File: config.mk
export PLATFORM = sky130hd
export DESIGN_NAME = psi5_sensor_config_bank
export DESIGN_NICKNAME = d
export VERILOG_FILES = /design/src/logic/psi5_cfg_pkg.sv /design/src/logic/otp_user_array.sv /design/src/logic/psi5_sensor_config_bank.sv
export VERILOG_INCLUDE_DIRS = /design/src /design/src/logic
export SDC_FILE = /design/constraint.sdc
export NUM_CORES = 1
export LEC_CHECK = 0
export ABC_AREA = 1
export BUFFER_PORTS_ARGS = -buffer_cell sky130_fd_sc_hd__buf_4
export CELL_PAD_IN_SITES_DETAIL_PLACEMENT = 2
export CELL_PAD_IN_SITES_GLOBAL_PLACEMENT = 2
export CORE_MARGIN = 1.5
export CORE_UTILIZATION = 38
export DETAILED_ROUTE_END_ITERATION = 12
export PLACE_DENSITY = 0.86
export SKIP_CTS_REPAIR_TIMING = 1
export SLEW_MARGIN = 20
export SYNTH_ARGS = -nofsm -noshare
export SYNTH_HDL_FRONTEND = slang
export SYNTH_HIERARCHICAL = 1
export SYNTH_SLANG_ARGS = --single-unit
File: constraint.sdc
create_clock -name clk -period 6 [get_ports clk]
set_input_delay 0.9 -clock clk [delete_from_list [all_inputs] [get_ports clk]]
set_output_delay 0.9 -clock clk [all_outputs]
set_load 0.005 [all_outputs]
File: src/logic/psi5_cfg_regs.svh
// Function
// - Pulldown switches on after a detected sync pulse only when its enable bit is 1.
// - In daisy chain, pulldown needs no address, or run command plus address 001.
// - Latency bit 0 references sync pulse, 1 references the assigned slot.
// - Response length bit 0 gives 10-bit payload, 1 gives 8-bit payload.
// - Sync pulses are ignored during blanking, ended per the blanking select bit.
// - Error check bit 0 appends even parity, 1 appends a 3-bit CRC.
// - Baud bit 0 selects 125 kBaud, 1 selects 190.5 kBaud; receiver matches.
// - Mode field: 00 normal, 01 double rate, 10 16-bit split, 11 daisy chain.
// - Filter field 00 is 3-pole, 01 is 4-pole 400 Hz; 10 and 11 reserved.
// - A non-zero slot field is the start delay from sync in 0.5 us steps.
// - A zero slot field means default delay; a zero first slot is asynchronous when free running.
// - The second slot is used only in double rate and 16-bit modes.
// - Extension bit 0 sends init fields D27 to D32 as 0000.
// - User manufacturing data never steers sensing; it is reported only with 10-bit payloads.
// - The user configuration bytes are one-time storage reading all zeros until programmed.
// - With free running enabled, responses go out without waiting for sync pulses.
// - The controller programs and reads the user bytes with commands over the link.
`ifndef PSI5_CFG_REGS_SVH
`define PSI5_CFG_REGS_SVH

// Register offsets on the link command port.
`define CFG_OFF_MODE_FILTER_SLOT_HIGH 4'h6
`define CFG_OFF_SLOT_A_LOW 4'h7
`define CFG_OFF_SLOT_B_LOW 4'h8
`define CFG_OFF_INIT_EXT_DIRECTION_REVISION 4'h9
`define CFG_OFF_PRODUCTION_MONTH_YEAR 4'hA
`define CFG_OFF_USER_DATA_PRODUCTION_DAY 4'hB
`define CFG_ENTRIES 6
`define CFG_RESET 8'h00

// Field positions inside the bytes.
`define F_MODE_HI 7
`define F_MODE_LO 6
`define F_LOWPASS_HI 5
`define F_LOWPASS_LO 4
`define F_SLOTB_HI 3
`define F_SLOTB_LO 2
`define F_SLOTA_HI 1
`define F_SLOTA_LO 0
`define F_INIT_EXT 7
`define F_FREE_RUN 6
`define F_DIR_HI 5
`define F_DIR_LO 4
`define F_REV_HI 3
`define F_REV_LO 0
`define F_MONTH_HI 7
`define F_MONTH_LO 4
`define F_YEAR_HI 3
`define F_YEAR_LO 0
`define F_UD_HI 7
`define F_UD_LO 5
`define F_DAY_HI 4
`define F_DAY_LO 0

// Coded values.
`define CHAIN_FIRST_ADDR 3'h1
`define PAYLOAD_LONG 4'hA
`define PAYLOAD_SHORT 4'h8

// Timing.
`define CLK_PERIOD_NS 5
`define SLOT_UNIT_NS 500
`define SLOT_UNIT_CYCLES (`SLOT_UNIT_NS / `CLK_PERIOD_NS)
`define DEFAULT_SLOT_DELAY_NS 50000
`define MIN_BLANK_NS 40000

`endif

File: src/logic/psi5_cfg_pkg.sv
package psi5_cfg_pkg;

  typedef enum logic [1:0] {
    st_load = 2'b01,
    st_run = 2'b10
  } load_state_t;

  typedef enum logic [1:0] {
    mode_normal = 2'h0,
    mode_double = 2'h1,
    mode_res16 = 2'h2,
    mode_daisy = 2'h3
  } trans_mode_t;

  // Loose configuration bits held outside the user bytes.
  typedef struct packed {
    logic sync_pulldown_enable;
    logic latency_select;
    logic response_length_select;
    logic sync_blanking_select;
    logic error_check_select;
    logic baud_select;
  } static_bits_t;

  typedef struct packed {
    static_bits_t bits;
    trans_mode_t transmission_mode_select;
    logic [1:0] lowpass_select;
    logic [9:0] first_slot_position;
    logic [9:0] second_slot_position;
    logic free_running_enable;
    logic init_phase2_extension;
    logic [1:0] direction;
    logic [3:0] revision;
    logic [3:0] month;
    logic [3:0] year;
    logic [4:0] day;
    logic [2:0] user_data;
  } cfg_t;

  typedef struct packed {
    logic write;
    logic [3:0] addr;
    logic [7:0] wdata;
  } cmd_t;

  typedef struct packed {
    logic addr_programmed;
    logic run_mode_received;
    logic [2:0] addr;
  } chain_t;

endpackage

File: src/logic/otp_user_array.sv
`timescale 1ns/10ps
`include "psi5_cfg_regs.svh"

module otp_user_array
(
  // Clock and reset.
  input wire logic clk,
  input wire logic nrst,
  // Write side.
  input wire logic wr_en,
  input wire logic [2:0] wr_idx,
  input wire logic [7:0] wdata,
  // Read side.
  input wire logic rd_en,
  input wire logic [2:0] rd_idx,
  output logic [7:0] rdata
);

  // An unprogrammed part powers up with every fuse clear.
  logic [7:0] entry [`CFG_ENTRIES] = '{default: `CFG_RESET};

  // Fuse bits only ever go from 0 to 1, so a write ORs into the stored byte.
  // The fuses ignore the functional reset, so programmed bytes reach the next load.
  for (genvar i = 0; i < `CFG_ENTRIES; i++)
  begin : g_entry
    always_ff @(posedge clk)
    begin
      if (wr_en && wr_idx == 3'(i))
        entry[i] <= entry[i] | wdata;
    end
  end

  // Registered read; an index past the array reads as zero.
  always_ff @(posedge clk)
  begin
    if (!nrst)
      rdata <= 8'h00;
    else if (rd_en)
      rdata <= (rd_idx < 3'(`CFG_ENTRIES)) ? entry[rd_idx] : 8'h00;
  end

endmodule

File: src/logic/psi5_sensor_config_bank.sv
`timescale 1ns/10ps
`include "psi5_cfg_regs.svh"

module psi5_sensor_config_bank
#(
  parameter int DEFAULT_SLOT_DELAY_NS = `DEFAULT_SLOT_DELAY_NS,
  parameter int MIN_BLANK_NS = `MIN_BLANK_NS
)
(
  // Clock and reset.
  input wire logic clk,
  input wire logic nrst,
  // Loose configuration bits.
  input wire psi5_cfg_pkg::static_bits_t static_bits,
  // Link command port.
  input wire logic cmd_valid,
  input wire psi5_cfg_pkg::cmd_t cmd,
  output logic cmd_ready,
  output logic rsp_valid,
  output logic rsp_error,
  output logic [7:0] rsp_data,
  // Sync and response events from the link engine.
  input wire logic sync_detected,
  input wire logic response_done,
  input wire psi5_cfg_pkg::chain_t chain,
  output logic sync_accepted,
  output logic sync_blanking,
  output logic sync_pulldown_on,
  // Init phase 2 extension data path.
  input wire logic [3:0] ext_field_in,
  output logic [3:0] ext_field_out,
  // Configuration seen by the rest of the sensor.
  output logic cfg_ready,
  output wire psi5_cfg_pkg::cfg_t cfg,
  output logic latency_from_slot,
  output logic [3:0] payload_bits,
  output logic crc_enable,
  output logic baud_fast,
  output logic lowpass_4pole,
  output logic free_running,
  output logic second_slot_used,
  output logic [16:0] first_slot_cycles,
  output logic [16:0] second_slot_cycles,
  output logic report_user_info
);

  // Least times round up to whole cycles.
  localparam logic [16:0] DEFAULT_SLOT_CYCLES =
    17'((DEFAULT_SLOT_DELAY_NS + `CLK_PERIOD_NS - 1) / `CLK_PERIOD_NS);
  localparam logic [19:0] MIN_BLANK_CYCLES =
    20'((MIN_BLANK_NS + `CLK_PERIOD_NS - 1) / `CLK_PERIOD_NS);

  psi5_cfg_pkg::load_state_t state;
  logic [2:0] load_ptr;
  logic load_cap;
  logic [2:0] cap_idx;
  logic [7:0] shadow [`CFG_ENTRIES];
  psi5_cfg_pkg::static_bits_t bits_held;
  logic [7:0] mem_rdata;
  logic mem_rd_en;
  logic [2:0] mem_rd_idx;
  logic cmd_in_range;
  logic [2:0] cmd_idx;
  logic accept;
  logic pulldown_allowed;
  logic resp_seen;
  logic [19:0] blank_cnt;
  logic blank_end;

  // Command decode; refused while the load sequence owns the array.
  assign cmd_in_range = (cmd.addr >= `CFG_OFF_MODE_FILTER_SLOT_HIGH)
    && (cmd.addr <= `CFG_OFF_USER_DATA_PRODUCTION_DAY);
  assign cmd_idx = 3'(cmd.addr - `CFG_OFF_MODE_FILTER_SLOT_HIGH);
  assign cmd_ready = (state == psi5_cfg_pkg::st_run);
  assign accept = cmd_valid && cmd_ready;

  // The array read port is shared; loading has it until run begins.
  assign mem_rd_en = (state == psi5_cfg_pkg::st_load)
    ? (load_ptr < 3'(`CFG_ENTRIES)) : accept;
  assign mem_rd_idx = (state == psi5_cfg_pkg::st_load)
    ? load_ptr : (cmd_in_range ? cmd_idx : 3'h7);

  otp_user_array u_array
  (
    .clk(clk),
    .nrst(nrst),
    .wr_en(accept && cmd.write && cmd_in_range),
    .wr_idx(cmd_idx),
    .wdata(cmd.wdata),
    .rd_en(mem_rd_en),
    .rd_idx(mem_rd_idx),
    .rdata(mem_rdata)
  );

  // Load sequence walks the array once after reset, then stays in run.
  always_ff @(posedge clk)
  begin
    if (!nrst)
    begin
      state <= psi5_cfg_pkg::st_load;
      load_ptr <= 3'h0;
      load_cap <= 1'b0;
      cap_idx <= 3'h0;
    end
    else
    begin
      case (state)
        psi5_cfg_pkg::st_load:
        begin
          load_cap <= (load_ptr < 3'(`CFG_ENTRIES));
          cap_idx <= load_ptr;
          if (load_ptr < 3'(`CFG_ENTRIES))
            load_ptr <= load_ptr + 3'h1;
          else if (load_cap && cap_idx == 3'(`CFG_ENTRIES - 1))
            state <= psi5_cfg_pkg::st_run;
        end
        psi5_cfg_pkg::st_run:
        begin
          load_cap <= 1'b0;
        end
        default:
        begin
          state <= psi5_cfg_pkg::st_load;
        end
      endcase
    end
  end

  // Shadow bytes change only during the load; later programming waits for a reset.
  for (genvar i = 0; i < `CFG_ENTRIES; i++)
  begin : g_shadow
    always_ff @(posedge clk)
    begin
      if (!nrst)
        shadow[i] <= `CFG_RESET;
      else if (load_cap && cap_idx == 3'(i) && state == psi5_cfg_pkg::st_load)
        shadow[i] <= mem_rdata;
    end
  end

  // Loose bits are caught once, at the end of the load.
  always_ff @(posedge clk)
  begin
    if (!nrst)
      bits_held <= '0;
    else if (state == psi5_cfg_pkg::st_load && load_ptr == 3'(`CFG_ENTRIES))
      bits_held <= static_bits;
  end

  // Field split of the shadow bytes.
  assign cfg.bits = bits_held;
  assign cfg.transmission_mode_select =
    psi5_cfg_pkg::trans_mode_t'(shadow[0][`F_MODE_HI:`F_MODE_LO]);
  assign cfg.lowpass_select = shadow[0][`F_LOWPASS_HI:`F_LOWPASS_LO];
  assign cfg.first_slot_position = {shadow[0][`F_SLOTA_HI:`F_SLOTA_LO], shadow[1]};
  assign cfg.second_slot_position = {shadow[0][`F_SLOTB_HI:`F_SLOTB_LO], shadow[2]};
  assign cfg.init_phase2_extension = shadow[3][`F_INIT_EXT];
  assign cfg.free_running_enable = shadow[3][`F_FREE_RUN];
  assign cfg.direction = shadow[3][`F_DIR_HI:`F_DIR_LO];
  assign cfg.revision = shadow[3][`F_REV_HI:`F_REV_LO];
  assign cfg.month = shadow[4][`F_MONTH_HI:`F_MONTH_LO];
  assign cfg.year = shadow[4][`F_YEAR_HI:`F_YEAR_LO];
  assign cfg.user_data = shadow[5][`F_UD_HI:`F_UD_LO];
  assign cfg.day = shadow[5][`F_DAY_HI:`F_DAY_LO];

  // A zero field falls back to the default delay; otherwise 0.5 us per step.
  function automatic logic [16:0] slot_cycles(input logic [9:0] pos);
    slot_cycles = (pos == 10'h000) ? DEFAULT_SLOT_CYCLES
      : 17'({7'h00, pos} * 17'(`SLOT_UNIT_CYCLES));
  endfunction

  // Decoded settings; registered so that downstream sees a clean copy.
  always_ff @(posedge clk)
  begin
    if (!nrst)
    begin
      cfg_ready <= 1'b0;
      latency_from_slot <= 1'b0;
      payload_bits <= `PAYLOAD_LONG;
      crc_enable <= 1'b0;
      baud_fast <= 1'b0;
      lowpass_4pole <= 1'b0;
      free_running <= 1'b0;
      second_slot_used <= 1'b0;
      first_slot_cycles <= 17'h00000;
      second_slot_cycles <= 17'h00000;
      report_user_info <= 1'b0;
    end
    else
    begin
      cfg_ready <= (state == psi5_cfg_pkg::st_run);
      latency_from_slot <= cfg.bits.latency_select;
      payload_bits <= cfg.bits.response_length_select
        ? `PAYLOAD_SHORT : `PAYLOAD_LONG;
      crc_enable <= cfg.bits.error_check_select;
      baud_fast <= cfg.bits.baud_select;
      // Reserved filter codes fall back to the 3-pole filter.
      lowpass_4pole <= (cfg.lowpass_select == 2'h1);
      free_running <= cfg.free_running_enable;
      first_slot_cycles <= (cfg.free_running_enable && cfg.first_slot_position == 10'h000)
        ? 17'h00000 : slot_cycles(cfg.first_slot_position);
      second_slot_used <= (cfg.transmission_mode_select == psi5_cfg_pkg::mode_double)
        || (cfg.transmission_mode_select == psi5_cfg_pkg::mode_res16);
      if ((cfg.transmission_mode_select == psi5_cfg_pkg::mode_double)
        || (cfg.transmission_mode_select == psi5_cfg_pkg::mode_res16))
        second_slot_cycles <= slot_cycles(cfg.second_slot_position);
      else
        second_slot_cycles <= 17'h00000;
      // Manufacturing bytes only leave the device; they feed no sensing path.
      report_user_info <= !cfg.bits.response_length_select;
    end
  end

  // Extension fields read as zero unless the extension bit is set.
  always_ff @(posedge clk)
  begin
    if (!nrst)
      ext_field_out <= 4'h0;
    else
      ext_field_out <= cfg.init_phase2_extension ? ext_field_in : 4'h0;
  end

  // Command answer one cycle after acceptance; a write returns the old byte.
  always_ff @(posedge clk)
  begin
    if (!nrst)
    begin
      rsp_valid <= 1'b0;
      rsp_error <= 1'b0;
    end
    else
    begin
      rsp_valid <= accept;
      rsp_error <= accept && !cmd_in_range;
    end
  end
  assign rsp_data = mem_rdata;

  // Free running transmission does not wait on sync pulses, so none is taken.
  assign sync_accepted = sync_detected && !sync_blanking && cfg_ready
    && !free_running;

  // Blanking: select 0 waits for both the minimum time and the response.
  assign blank_end = cfg.bits.sync_blanking_select
    ? response_done
    : ((resp_seen || response_done) && blank_cnt == 20'h00000);

  always_ff @(posedge clk)
  begin
    if (!nrst)
    begin
      sync_blanking <= 1'b0;
      resp_seen <= 1'b0;
      blank_cnt <= 20'h00000;
    end
    else if (sync_accepted)
    begin
      sync_blanking <= 1'b1;
      resp_seen <= 1'b0;
      blank_cnt <= MIN_BLANK_CYCLES - 20'h00001;
    end
    else if (sync_blanking)
    begin
      if (blank_cnt != 20'h00000)
        blank_cnt <= blank_cnt - 20'h00001;
      if (response_done)
        resp_seen <= 1'b1;
      if (blank_end)
        sync_blanking <= 1'b0;
    end
  end

  // Pulldown gate; in a daisy chain, once addressed, only the first node pulls down, after the run command.
  assign pulldown_allowed = cfg.bits.sync_pulldown_enable
    && ((cfg.transmission_mode_select != psi5_cfg_pkg::mode_daisy)
    || !chain.addr_programmed
    || (chain.run_mode_received && chain.addr == `CHAIN_FIRST_ADDR));

  // A new sync wins over a response end in the same cycle.
  always_ff @(posedge clk)
  begin
    if (!nrst)
      sync_pulldown_on <= 1'b0;
    else if (!pulldown_allowed)
      sync_pulldown_on <= 1'b0;
    else if (sync_accepted)
      sync_pulldown_on <= 1'b1;
    else if (response_done)
      sync_pulldown_on <= 1'b0;
  end
endmodule

== Yosys cells after proc, flatten, opt, wreduce, memory -nomap -nowiden ==
Memories as Yosys holds them, arrays and structs flattened.
Index checks and enable logic that the tools add are counted.

* Add/sub/neg operators: 3
* Multiply operators: 2
* $lt $le $gt $ge: 4
* Equal/unequal tests: 20
* Mux-type cells: 72
* Bitwise logic cells: 15
* Reduce and logical (&&, ||, !) cells: 67

{| class="wikitable"
|+ Operator list
! operator !! count
|-
| $mux 8 || 12
|-
| $or 8x8->8 || 6
|-
| $mux 1 || 43
|-
| $reduce_or 8->1 || 5
|-
| $mux 13 || 3
|-
| $logic_and 1x1->1 || 31
|-
| $mul 10x5->15 const B || 2
|-
| $mux 14 || 2
|-
| $mux 3 || 7
|-
| $logic_not 10->1 || 2
|-
| $logic_not 20->1 || 1
|-
| $reduce_bool 20->1 || 1
|-
| $sub 20x1->20 const B || 1
|-
| $eq 3x3->1 const B || 5
|-
| $reduce_and 2->1 || 7
|-
| $eq 3x2->1 const B || 4
|-
| $eq 3x1->1 const B || 3
|-
| $reduce_bool 2->1 || 4
|-
| $eq 2x1->1 const B || 3
|-
| $logic_not 3->1 || 2
|-
| $lt 3x3->1 const B || 2
|-
| $mux 2 || 3
|-
| $ne 2x2->1 const B || 3
|-
| $or 1x1->1 || 6
|-
| other kinds (13) || 25
|}

* Bits in registers: 98
* Memory bits (writable): 96
* Input bits: 33
* Memories kept: 2

{| class="wikitable"
|+ Memories
! memory !! depth !! bits a word !! rd ports !! clocked after memory_dff !! wr ports !! RTL line !! source
|-
| shadow || 6 || 8 || 6 || 0 || 6 || psi5_sensor_config_bank.sv:57 || <nowiki>logic [7:0] shadow [`CFG_ENTRIES];</nowiki>
|-
| u_array.entry || 6 || 8 || 7 || 0 || 1 || otp_user_array.sv:20 || <nowiki>logic [7:0] entry [`CFG_ENTRIES] = '{default: `CFG_RESET};</nowiki>
|}

== Logic depth before layout (Yosys ltp) ==
Gate-level depths: netlist of run 1.

* Word-level depth: 13
* Gate-level depth with buffers: 15

== Cells and area by module ==
The synthesis of run 1 kept the hierarchy.

{| class="wikitable"
|+ By module, submodules not included
! module !! times used !! cells an instance !! area an instance (um^2) !! sequential area each (um^2)
|-
| psi5_sensor_config_bank || 1 || 874 || 7265.7 || 3103.0
|-
| otp_user_array || 1 || 244 || 2623.8 || 1601.5
|}

== Least setup slack after synthesis of run 1 ==
No wires, ideal clock.

* Path kind: reg2reg
* From: memory shadow[1][6]
* To: register first_slot_cycles[12]
* Arrival time: 2631 ps
* Data required time: 5928 ps
* Slack: 3298 ps
* Cell stages (with the launch flop): 12
* Buffers on the path: 0
* Clock period less this slack: 2702 ps
* Cell sequence: edfxtp_1 > ha_1 > ha_1 > inv_1 > fa_1 > inv_1 > ha_1 > nand2_1 > o21ai_0 > a21oi_1 > or2_2 > a21oi_1

{| class="wikitable"
|+ RTL lines
! what !! RTL line !! source
|-
| start: declaration || psi5_sensor_config_bank.sv:57 ||
|-
| end signal: assignment || psi5_sensor_config_bank.sv:200 || <nowiki>first_slot_cycles <= (cfg.free_running_enable && cfg.first_slot_position == 10'h000)</nowiki>
|-
| end: declaration || psi5_sensor_config_bank.sv:42 || <nowiki>output logic [16:0] first_slot_cycles,</nowiki>
|}

==> impl_metrics.env, run 1 <==
export IMPL_whs_ps=474
export IMPL_yosys_top_cells_count="nand2_1 (212), inv_1 (153), nor2_1 (133)"
export IMPL_cts_buffers=17
export IMPL_top_usage_layer="met2"
export IMPL_grt_overflow_total=0
export IMPL_maxCapViolCount=0
export IMPL_use_met2=0.489
export IMPL_yosys_area_top_type_share=0.291
export IMPL_clk_latency_ps=450
export IMPL_port_buffers=143
export IMPL_drc=0
export IMPL_postSynthCellCount=1118
export IMPL_clk_pin_slew_ps=90
export IMPL_synth_edf_count=96
export IMPL_dpl_hpwl_um=23900
export IMPL_grt_usage=0.261
export IMPL_synth_async_reset_ratio=0
export IMPL_yosysMostFrequentCell="nand2_1"
export IMPL_cts_max_level=4
export IMPL_fin_tns_setup_ps=0
export IMPL_routabilityCongestion=0.795
export IMPL_io_pins=151
export IMPL_grt_use_met3=0.0404
export IMPL_n_fill_cell=2786
export IMPL_netlist_area_sq_um=9890
export IMPL_fp_dieArea_sq_um=27000
export IMPL_period_needed_ps=3610
export IMPL_post_place_ws_ps=2730
export IMPL_viasPerCell=5.19
export IMPL_clk_path_buf_depth=2
export IMPL_utilization=0.466
export IMPL_start_util=0.390
export IMPL_hold_violations=0
export IMPL_status="finished, final reports clean"
export IMPL_antenna_found_initial=0
export IMPL_avgSynthCellArea_sq_um=8.85
export IMPL_synth_seq_cells=187
export IMPL_synth_ff_type="edfxtp_1"
export IMPL_arrival_ps=3970
export IMPL_relSlewSlack=0.422
export IMPL_fp_dieH_um=164
export IMPL_drive_gt1_frac=0.209
export IMPL_worst_setup_path_start_kind="register"
export IMPL_coreArea_sq_um=25300
export IMPL_synth_distinct_cells=42
export IMPL_drt_wl_total_um=34300
export IMPL_period_share=0.601
export IMPL_ys_warn_count=6
export IMPL_crit_required_ps=6360
export IMPL_die_w_um=164
export IMPL_p_per_area_nw_per_um2=276
export IMPL_ir_drop_mv=0.146
export IMPL_clockRootBuffer="clkbuf_16"
export IMPL_synthToLayoutAreaGrowth_pct=19.3
export IMPL_use_met1=0.291
export IMPL_yosysTopAreaCell="edfxtp_1"
export IMPL_drt_iter0_drc=385
export IMPL_leakage_nw=5.67
export IMPL_rows=58
export IMPL_multi_input_area_sq_um=4390
export IMPL_grt_first_pass_wirelength_um=53000
export IMPL_fmax_mhz=277
export IMPL_grt_max_degree=39
export IMPL_worst_slew_pin_transition_ps=862
export IMPL_synthTopCellsByArea="edfxtp_1 (29%), dfxtp_1 (18%), ha_1 (11%)"
export IMPL_insertedDiodeCount=0
export IMPL_first_pass_iters=4
export IMPL_ys_seq_area_frac=0.476
export IMPL_slew_viol_final=0
export IMPL_grt_pass1_vias=9353
export IMPL_crit_fanout=5
export IMPL_crit_path_end_kind="register"
export IMPL_p_total_w=0.00325
export IMPL_vias=8325
export IMPL_hp_class="register to register"
export IMPL_setup_viol=0
export IMPL_seqCellArea_sq_um=4700
export IMPL_clkSinkCount=187
export IMPL_cts_tree="done"
export IMPL_critical_path_class="register to register"
export IMPL_setup_ws_ps=2390
export IMPL_layout_nets=1388
export IMPL_routedWlPerCell_um=21.4
export IMPL_drtAntennaViolNets=0
export IMPL_rsz0062_at_grt="no"
export IMPL_clock_skew_ps=16.6
layer usage:
layer,vias to the layer above,share of wire,wire length (um)
li1,3887,-,-
met2,184,0.53,18200
met5,-,0,0
met1,4183,0.40,13900
met4,0,0.032,1100
met3,71,0.033,1120
metrics by stage:
step	area [sq um]	instances
6_report	11800	1603
5_1_grt	11800	1603
4_1_cts	11800	1602
3_5_place_dp	11200	1570
3_3_place_gp	11200	1570
2_1_floorplan	9910	1123
final timing paths:
path | start | to | slack, ps | depth (start not counted)
setup / recovery | shadow[1][5] | first_slot_cycles[16] | 2390 | 14
hold / removal | cfg[51] | payload_bits[1] | 470 | 1
setup reg to reg | shadow[1][5] | first_slot_cycles[16] | 2390 | 14
hold reg to reg | cfg[51] | payload_bits[1] | 470 | 1
worst max-delay path, cell delays in order, from the launching register on:
cell and delay, ps:
edfxtp_1 540, inv_1 130, ha_1 350, ha_1 310, inv_1 60, fa_1 500, inv_1 50, ha_1 380
nand2_1 170, o21ai_0 480, nand2_1 160, nand4_1 180, nand2_1 80, nand2_1 60, nor2_1 40
sequential cells by signal, indices dropped and copies added (netlist names), 2 cells and up:
signal / flops
load_ptr: 3
second_slot_cycles: 15
state: 2
u_array/entry: 48
cfg: 6
shadow: 48
first_slot_cycles: 15
cap_idx: 3
u_array/rdata: 8
blank_cnt: 20
ext_field_out: 4
cells in the final DEF (no fill, tap or decap), drive strengths merged:
cell / instances
o211ai: 2
a22oi: 1
ha: 85
o21ai: 28
a21boi: 1
clkinv: 9
fa: 10
a21oi: 80
nand2: 224
nor2: 138
o31ai: 1
a31oi: 3
nand4: 13
inv: 165
or2: 55
o21a: 4
conb: 7
nor4: 2
xnor2: 2
edfxtp: 96
dfxtp: 91
nor3: 9
a21o: 3
clkbuf: 17
buf: 145
xor2: 12
nand3b: 2
nand3: 68
power by group:
| part | switching [W] | total, W | internal, W |
|---|---|---|---|
| logic | 0.000390 | 0.000629 | 0.000238 |
| clock network | 0.000612 | 0.00117 | 0.000562 |
| registers | 0.0000457 | 0.00145 | 0.00140 |
| total | 0.00105 | 0.00325 | 0.00220 |
final cells by class:
type	instances	share of cell area
Sequential cell	187	0.399
Multi-Input combinational cell	750	0.372
Timing Repair Buffer	145	0.0923
Inverter	159	0.0517
Clock buffer	17	0.0361
Tap cell	330	0.0350
Clock inverter	15	0.0141
kinds of logic after synthesis:
group	after synthesis	synth area share
flip-flops	187	0.476
other	2	0.000759
adder cells (fa/ha/maj)	95	0.128
buffers and inverters	186	0.0839
AO/OA/AOI/OAI	123	0.0657
AND/OR/NAND/NOR	511	0.234
XOR/XNOR	14	0.0124
No activity file was read; power rests on OpenSTA's default activity.
==> run 2: changes to the inputs <==
- CORE_UTILIZATION: 38 -> 31
- PLACE_DENSITY: 0.86 -> 0.75
- clock period: 6 -> 3.2 ns (I/O delays scaled with it)
==> impl_metrics.env, run 2 (synthesis results as in run 1) <==
export IMPL_grt_max_degree=23
export IMPL_clockRootBuffer="clkbuf_16"
export IMPL_viasPerCell=4.78
export IMPL_insertedDiodeCount=0
export IMPL_crit_fanout=5
export IMPL_period_needed_ps=3030
export IMPL_leakage_nw=5.73
export IMPL_n_fill_cell=3528
export IMPL_post_place_ws_ps=170
export IMPL_seqCellArea_sq_um=4700
export IMPL_grt_usage=0.185
export IMPL_drt_iter0_drc=284
export IMPL_reg_top3="shadow x48, u_array/entry x48, blank_cnt x20"
export IMPL_grt_pass1_vias=8849
export IMPL_worst_slew_pin_transition_ps=863
export IMPL_synthToLayoutAreaGrowth_pct=21.2
export IMPL_drtAntennaViolNets=0
export IMPL_start_util=0.314
export IMPL_crit_path_end_kind="register"
export IMPL_setup_viol=0
export IMPL_fp_dieArea_sq_um=33000
export IMPL_grt_overflow_total=0
export IMPL_clock_skew_ps=15.4
export IMPL_clk_path_buf_depth=2
export IMPL_fp_dieH_um=182
export IMPL_vias=8047
export IMPL_rsz0062_at_grt="no"
export IMPL_arrival_ps=3390
export IMPL_status="finished, final reports clean"
export IMPL_first_pass_iters=4
export IMPL_clkSinkCount=187
export IMPL_dpl_hpwl_um=22800
export IMPL_period_share=0.948
export IMPL_whs_ps=244
export IMPL_critical_path_class="register to register"
export IMPL_crit_required_ps=3550
export IMPL_io_pins=151
export IMPL_coreArea_sq_um=31500
export IMPL_fin_tns_setup_ps=0
export IMPL_hp_class="input port to register"
export IMPL_slew_viol_final=0
export IMPL_multi_input_area_sq_um=4380
export IMPL_rows=65
export IMPL_setup_ws_ps=168
export IMPL_maxCapViolCount=0
export IMPL_drive_gt1_frac=0.214
export IMPL_relSlewSlack=0.423
export IMPL_fmax_mhz=330
export IMPL_hold_violations=0
export IMPL_antenna_found_initial=0
export IMPL_p_per_area_nw_per_um2=507
export IMPL_drc=0
export IMPL_cts_max_level=4
export IMPL_die_w_um=182
export IMPL_mostFrequentLayoutCells="nand2_1 (212), buf_4 (155), inv_1 (153)"
export IMPL_cts_buffers=17
export IMPL_clk_pin_slew_ps=80
export IMPL_routedWlPerCell_um=17.4
export IMPL_port_buffers=143
export IMPL_routabilityCongestion=0.837
export IMPL_cts_tree="done"
export IMPL_layout_nets=1398
export IMPL_clk_latency_ps=460
export IMPL_drt_wl_total_um=29400
export IMPL_grt_first_pass_wirelength_um=47700
export IMPL_worst_setup_path_start_kind="register"
export IMPL_layout_commonest_cell="nand2_1"
export IMPL_ir_drop_mv=0.404
==> run 2: cell types whose count changed in the layout (fill, tap and decap cells not counted), moves of 2 or more <==
cell / previous run / this run
buf_4: 145 / 155
inv_6: 7 / 2
inv_8: 3 / 7
clkinv_4: 3 / 1
inv_12: 0 / 2
==> run 2: worst max-delay path, cell delays in order (launching register included) <==
cell	delay, ps
edfxtp_1	470
inv_1	80
ha_1	310
ha_1	280
inv_1	50
fa_1	510
inv_1	50
ha_1	360
nand2_1	140
inv_1	100
a21oi_1	90
or2_2	280
a21oi_1	190
==> run 2: power breakdown <==
group	internal (W)	switching, W
logic	0.000446	0.000683
registers	0.00263	0.0000764
clock network	0.00109	0.00116
==> run 2: final timing paths <==
| check | from | to | slack [ps] | cells after the start |
|---|---|---|---|---|
| max | shadow[1][4] | first_slot_cycles[11] | 170 | 12 |
| min | ext_field_in[3] | ext_field_out[3] | 240 | 3 |
| max reg2reg | shadow[1][4] | first_slot_cycles[11] | 170 | 12 |
| min reg2reg | cfg[51] | payload_bits[1] | 440 | 1 |
==> run 2: stage by stage <==
stage           util  power (W)  cells  instance area [sq um]
2_1_floorplan      -    0.00342   1123                   9910
3_3_place_gp   0.361    0.00384   1653                  11400
3_5_place_dp   0.361    0.00389   1653                  11400
4_1_cts        0.381    0.00617   1685                  12000
5_1_grt        0.381    0.00642   1685                  12000
6_report       0.381    0.00608   1685                  12000
==> run 2: layer usage <==
layer | GRT usage | vias to the layer above | part of all wire
met4 | 0.0607 | 0 | 0.019
met2 | 0.334 | 112 | 0.51
met3 | 0.0273 | 33 | 0.025
met5 | 0 | - | 0
li1 | - | 3904 | -
met1 | 0.224 | 3998 | 0.45
==> run 2: final cells by class <==
cell class	count	share of cell area
sequential	187	0.392
multi-input combinational	750	0.366
timing repair buffer	155	0.0971
inverter	159	0.0508
tap	402	0.0420
clock buffer	17	0.0355
clock inverter	15	0.0166
==> run 3: changes to the inputs <==
- PLACE_DENSITY: 0.75 -> not set
- PLACE_DENSITY_LB_ADDON: not set -> 0.25
- SKIP_LAST_GASP: not set -> 1
==> impl_metrics.env, run 3 (synthesis results as in run 1) <==
export IMPL_crit_required_ps=3560
export IMPL_drive_gt1_frac=0.210
export IMPL_routedWlPerCell_um=16.9
export IMPL_drc=0
export IMPL_die_w_um=182
export IMPL_fmax_mhz=338
export IMPL_drt_wl_total_um=28500
export IMPL_grt_first_pass_wirelength_um=46800
export IMPL_period_share=0.924
export IMPL_rows=65
export IMPL_p_total_w=0.00600
export IMPL_grt_max_degree=22
export IMPL_cts_max_level=4
export IMPL_antenna_found_initial=0
export IMPL_crit_path_end_kind="register"
export IMPL_crit_fanout=5
export IMPL_slew_viol_final=0
export IMPL_worst_slew_pin_transition_ps=773
export IMPL_dpl_hpwl_um=22300
export IMPL_port_buffers=143
export IMPL_cts_tree="done"
export IMPL_hp_class="input port to register"
export IMPL_start_util=0.314
export IMPL_worst_setup_path_start_kind="register"
export IMPL_maxCapViolCount=0
export IMPL_cts_buffers=17
export IMPL_layout_commonest_cell="nand2_1"
export IMPL_vias=7957
export IMPL_io_pins=151
export IMPL_period_needed_ps=2960
export IMPL_hold_violations=0
export IMPL_r2r_slack_ps=240
export IMPL_layout_nets=1400
export IMPL_first_pass_iters=4
export IMPL_leakage_nw=5.72
export IMPL_clkSinkCount=187
export IMPL_drtAntennaViolNets=0
export IMPL_grt_pass1_vias=8799
export IMPL_setup_viol=0
export IMPL_ir_drop_mv=0.400
export IMPL_rsz0062_at_grt="no"
export IMPL_relSlewSlack=0.483
export IMPL_mostFrequentLayoutCells="nand2_1 (212), buf_4 (157), inv_1 (153)"
export IMPL_fp_dieArea_sq_um=33000
export IMPL_synthToLayoutAreaGrowth_pct=20.9
export IMPL_fin_tns_setup_ps=0
export IMPL_grt_usage=0.180
export IMPL_status="finished, final reports clean"
export IMPL_fp_dieH_um=182
export IMPL_insertedDiodeCount=0
export IMPL_reg_top3="shadow x48, u_array/entry x48, blank_cnt x20"
export IMPL_arrival_ps=3320
export IMPL_grt_overflow_total=0
export IMPL_coreArea_sq_um=31500
export IMPL_p_per_area_nw_per_um2=502
export IMPL_viasPerCell=4.72
export IMPL_drt_iter0_drc=259
export IMPL_critical_path_class="register to register"
export IMPL_clk_latency_ps=440
export IMPL_clockRootBuffer="clkbuf_16"
export IMPL_clk_path_buf_depth=2
export IMPL_clk_pin_slew_ps=70
export IMPL_clock_skew_ps=12.6
export IMPL_routabilityCongestion=0.796
-- run 3: per-layer routing --
metal	GRT usage	vias up	routed length, um
li1	-	3906	-
met1	0.217	3930	12700
met2	0.332	94	14700
met3	0.0237	27	585
met4	0.0533	0	442
met5	0	-	0
-- run 3: critical path, cell delays in order, from the launching register on --
cell and delay, ps:
edfxtp_1 490, ha_1 330, ha_1 280, inv_1 50, fa_1 500, inv_1 50
ha_1 360, nand2_1 140, o21ai_1 220, a21oi_1 60, or2_2 280, a21oi_1 120
-- run 3: path summary, 6_finish.rpt --
path / startpoint / endpoint / cells past startpoint
setup / recovery: shadow[1][6] / first_slot_cycles[12] / 11
hold / removal: ext_field_in[0] / ext_field_out[0] / 3
setup reg to reg: shadow[1][6] / first_slot_cycles[12] / 11
hold reg to reg: cfg[51] / payload_bits[1] / 1
-- run 3: where the power goes --
part           total (W)  internal, W  switching (W)
clock            0.00219      0.00123       0.000955
sequential       0.00271      0.00263      0.0000758
combinational    0.00111     0.000444       0.000662
total            0.00600      0.00431        0.00169
-- run 3: stage by stage --
step	instances	util	hold slack (ps)	cell area, sq um	setup WS, ps
after CTS	1687	0.380	243	12000	157
after global placement	1655	0.361	414	11400	319
after floorplan	1123	-	399	9910	498
final	1687	0.380	262	12000	242
after global routing	1687	0.380	254	12000	7.92
after detailed placement	1655	0.361	423	11400	203
-- run 3: cell type report --
type / instances / area [sq um]
Tap cell: 402 / 503
Multi-Input combinational cell: 750 / 4370
Clock buffer: 21 / 440
Timing Repair Buffer: 157 / 1180
Clock inverter: 11 / 144
Sequential cell: 187 / 4700
Fill cell: 3582 / 19500
Inverter: 159 / 609
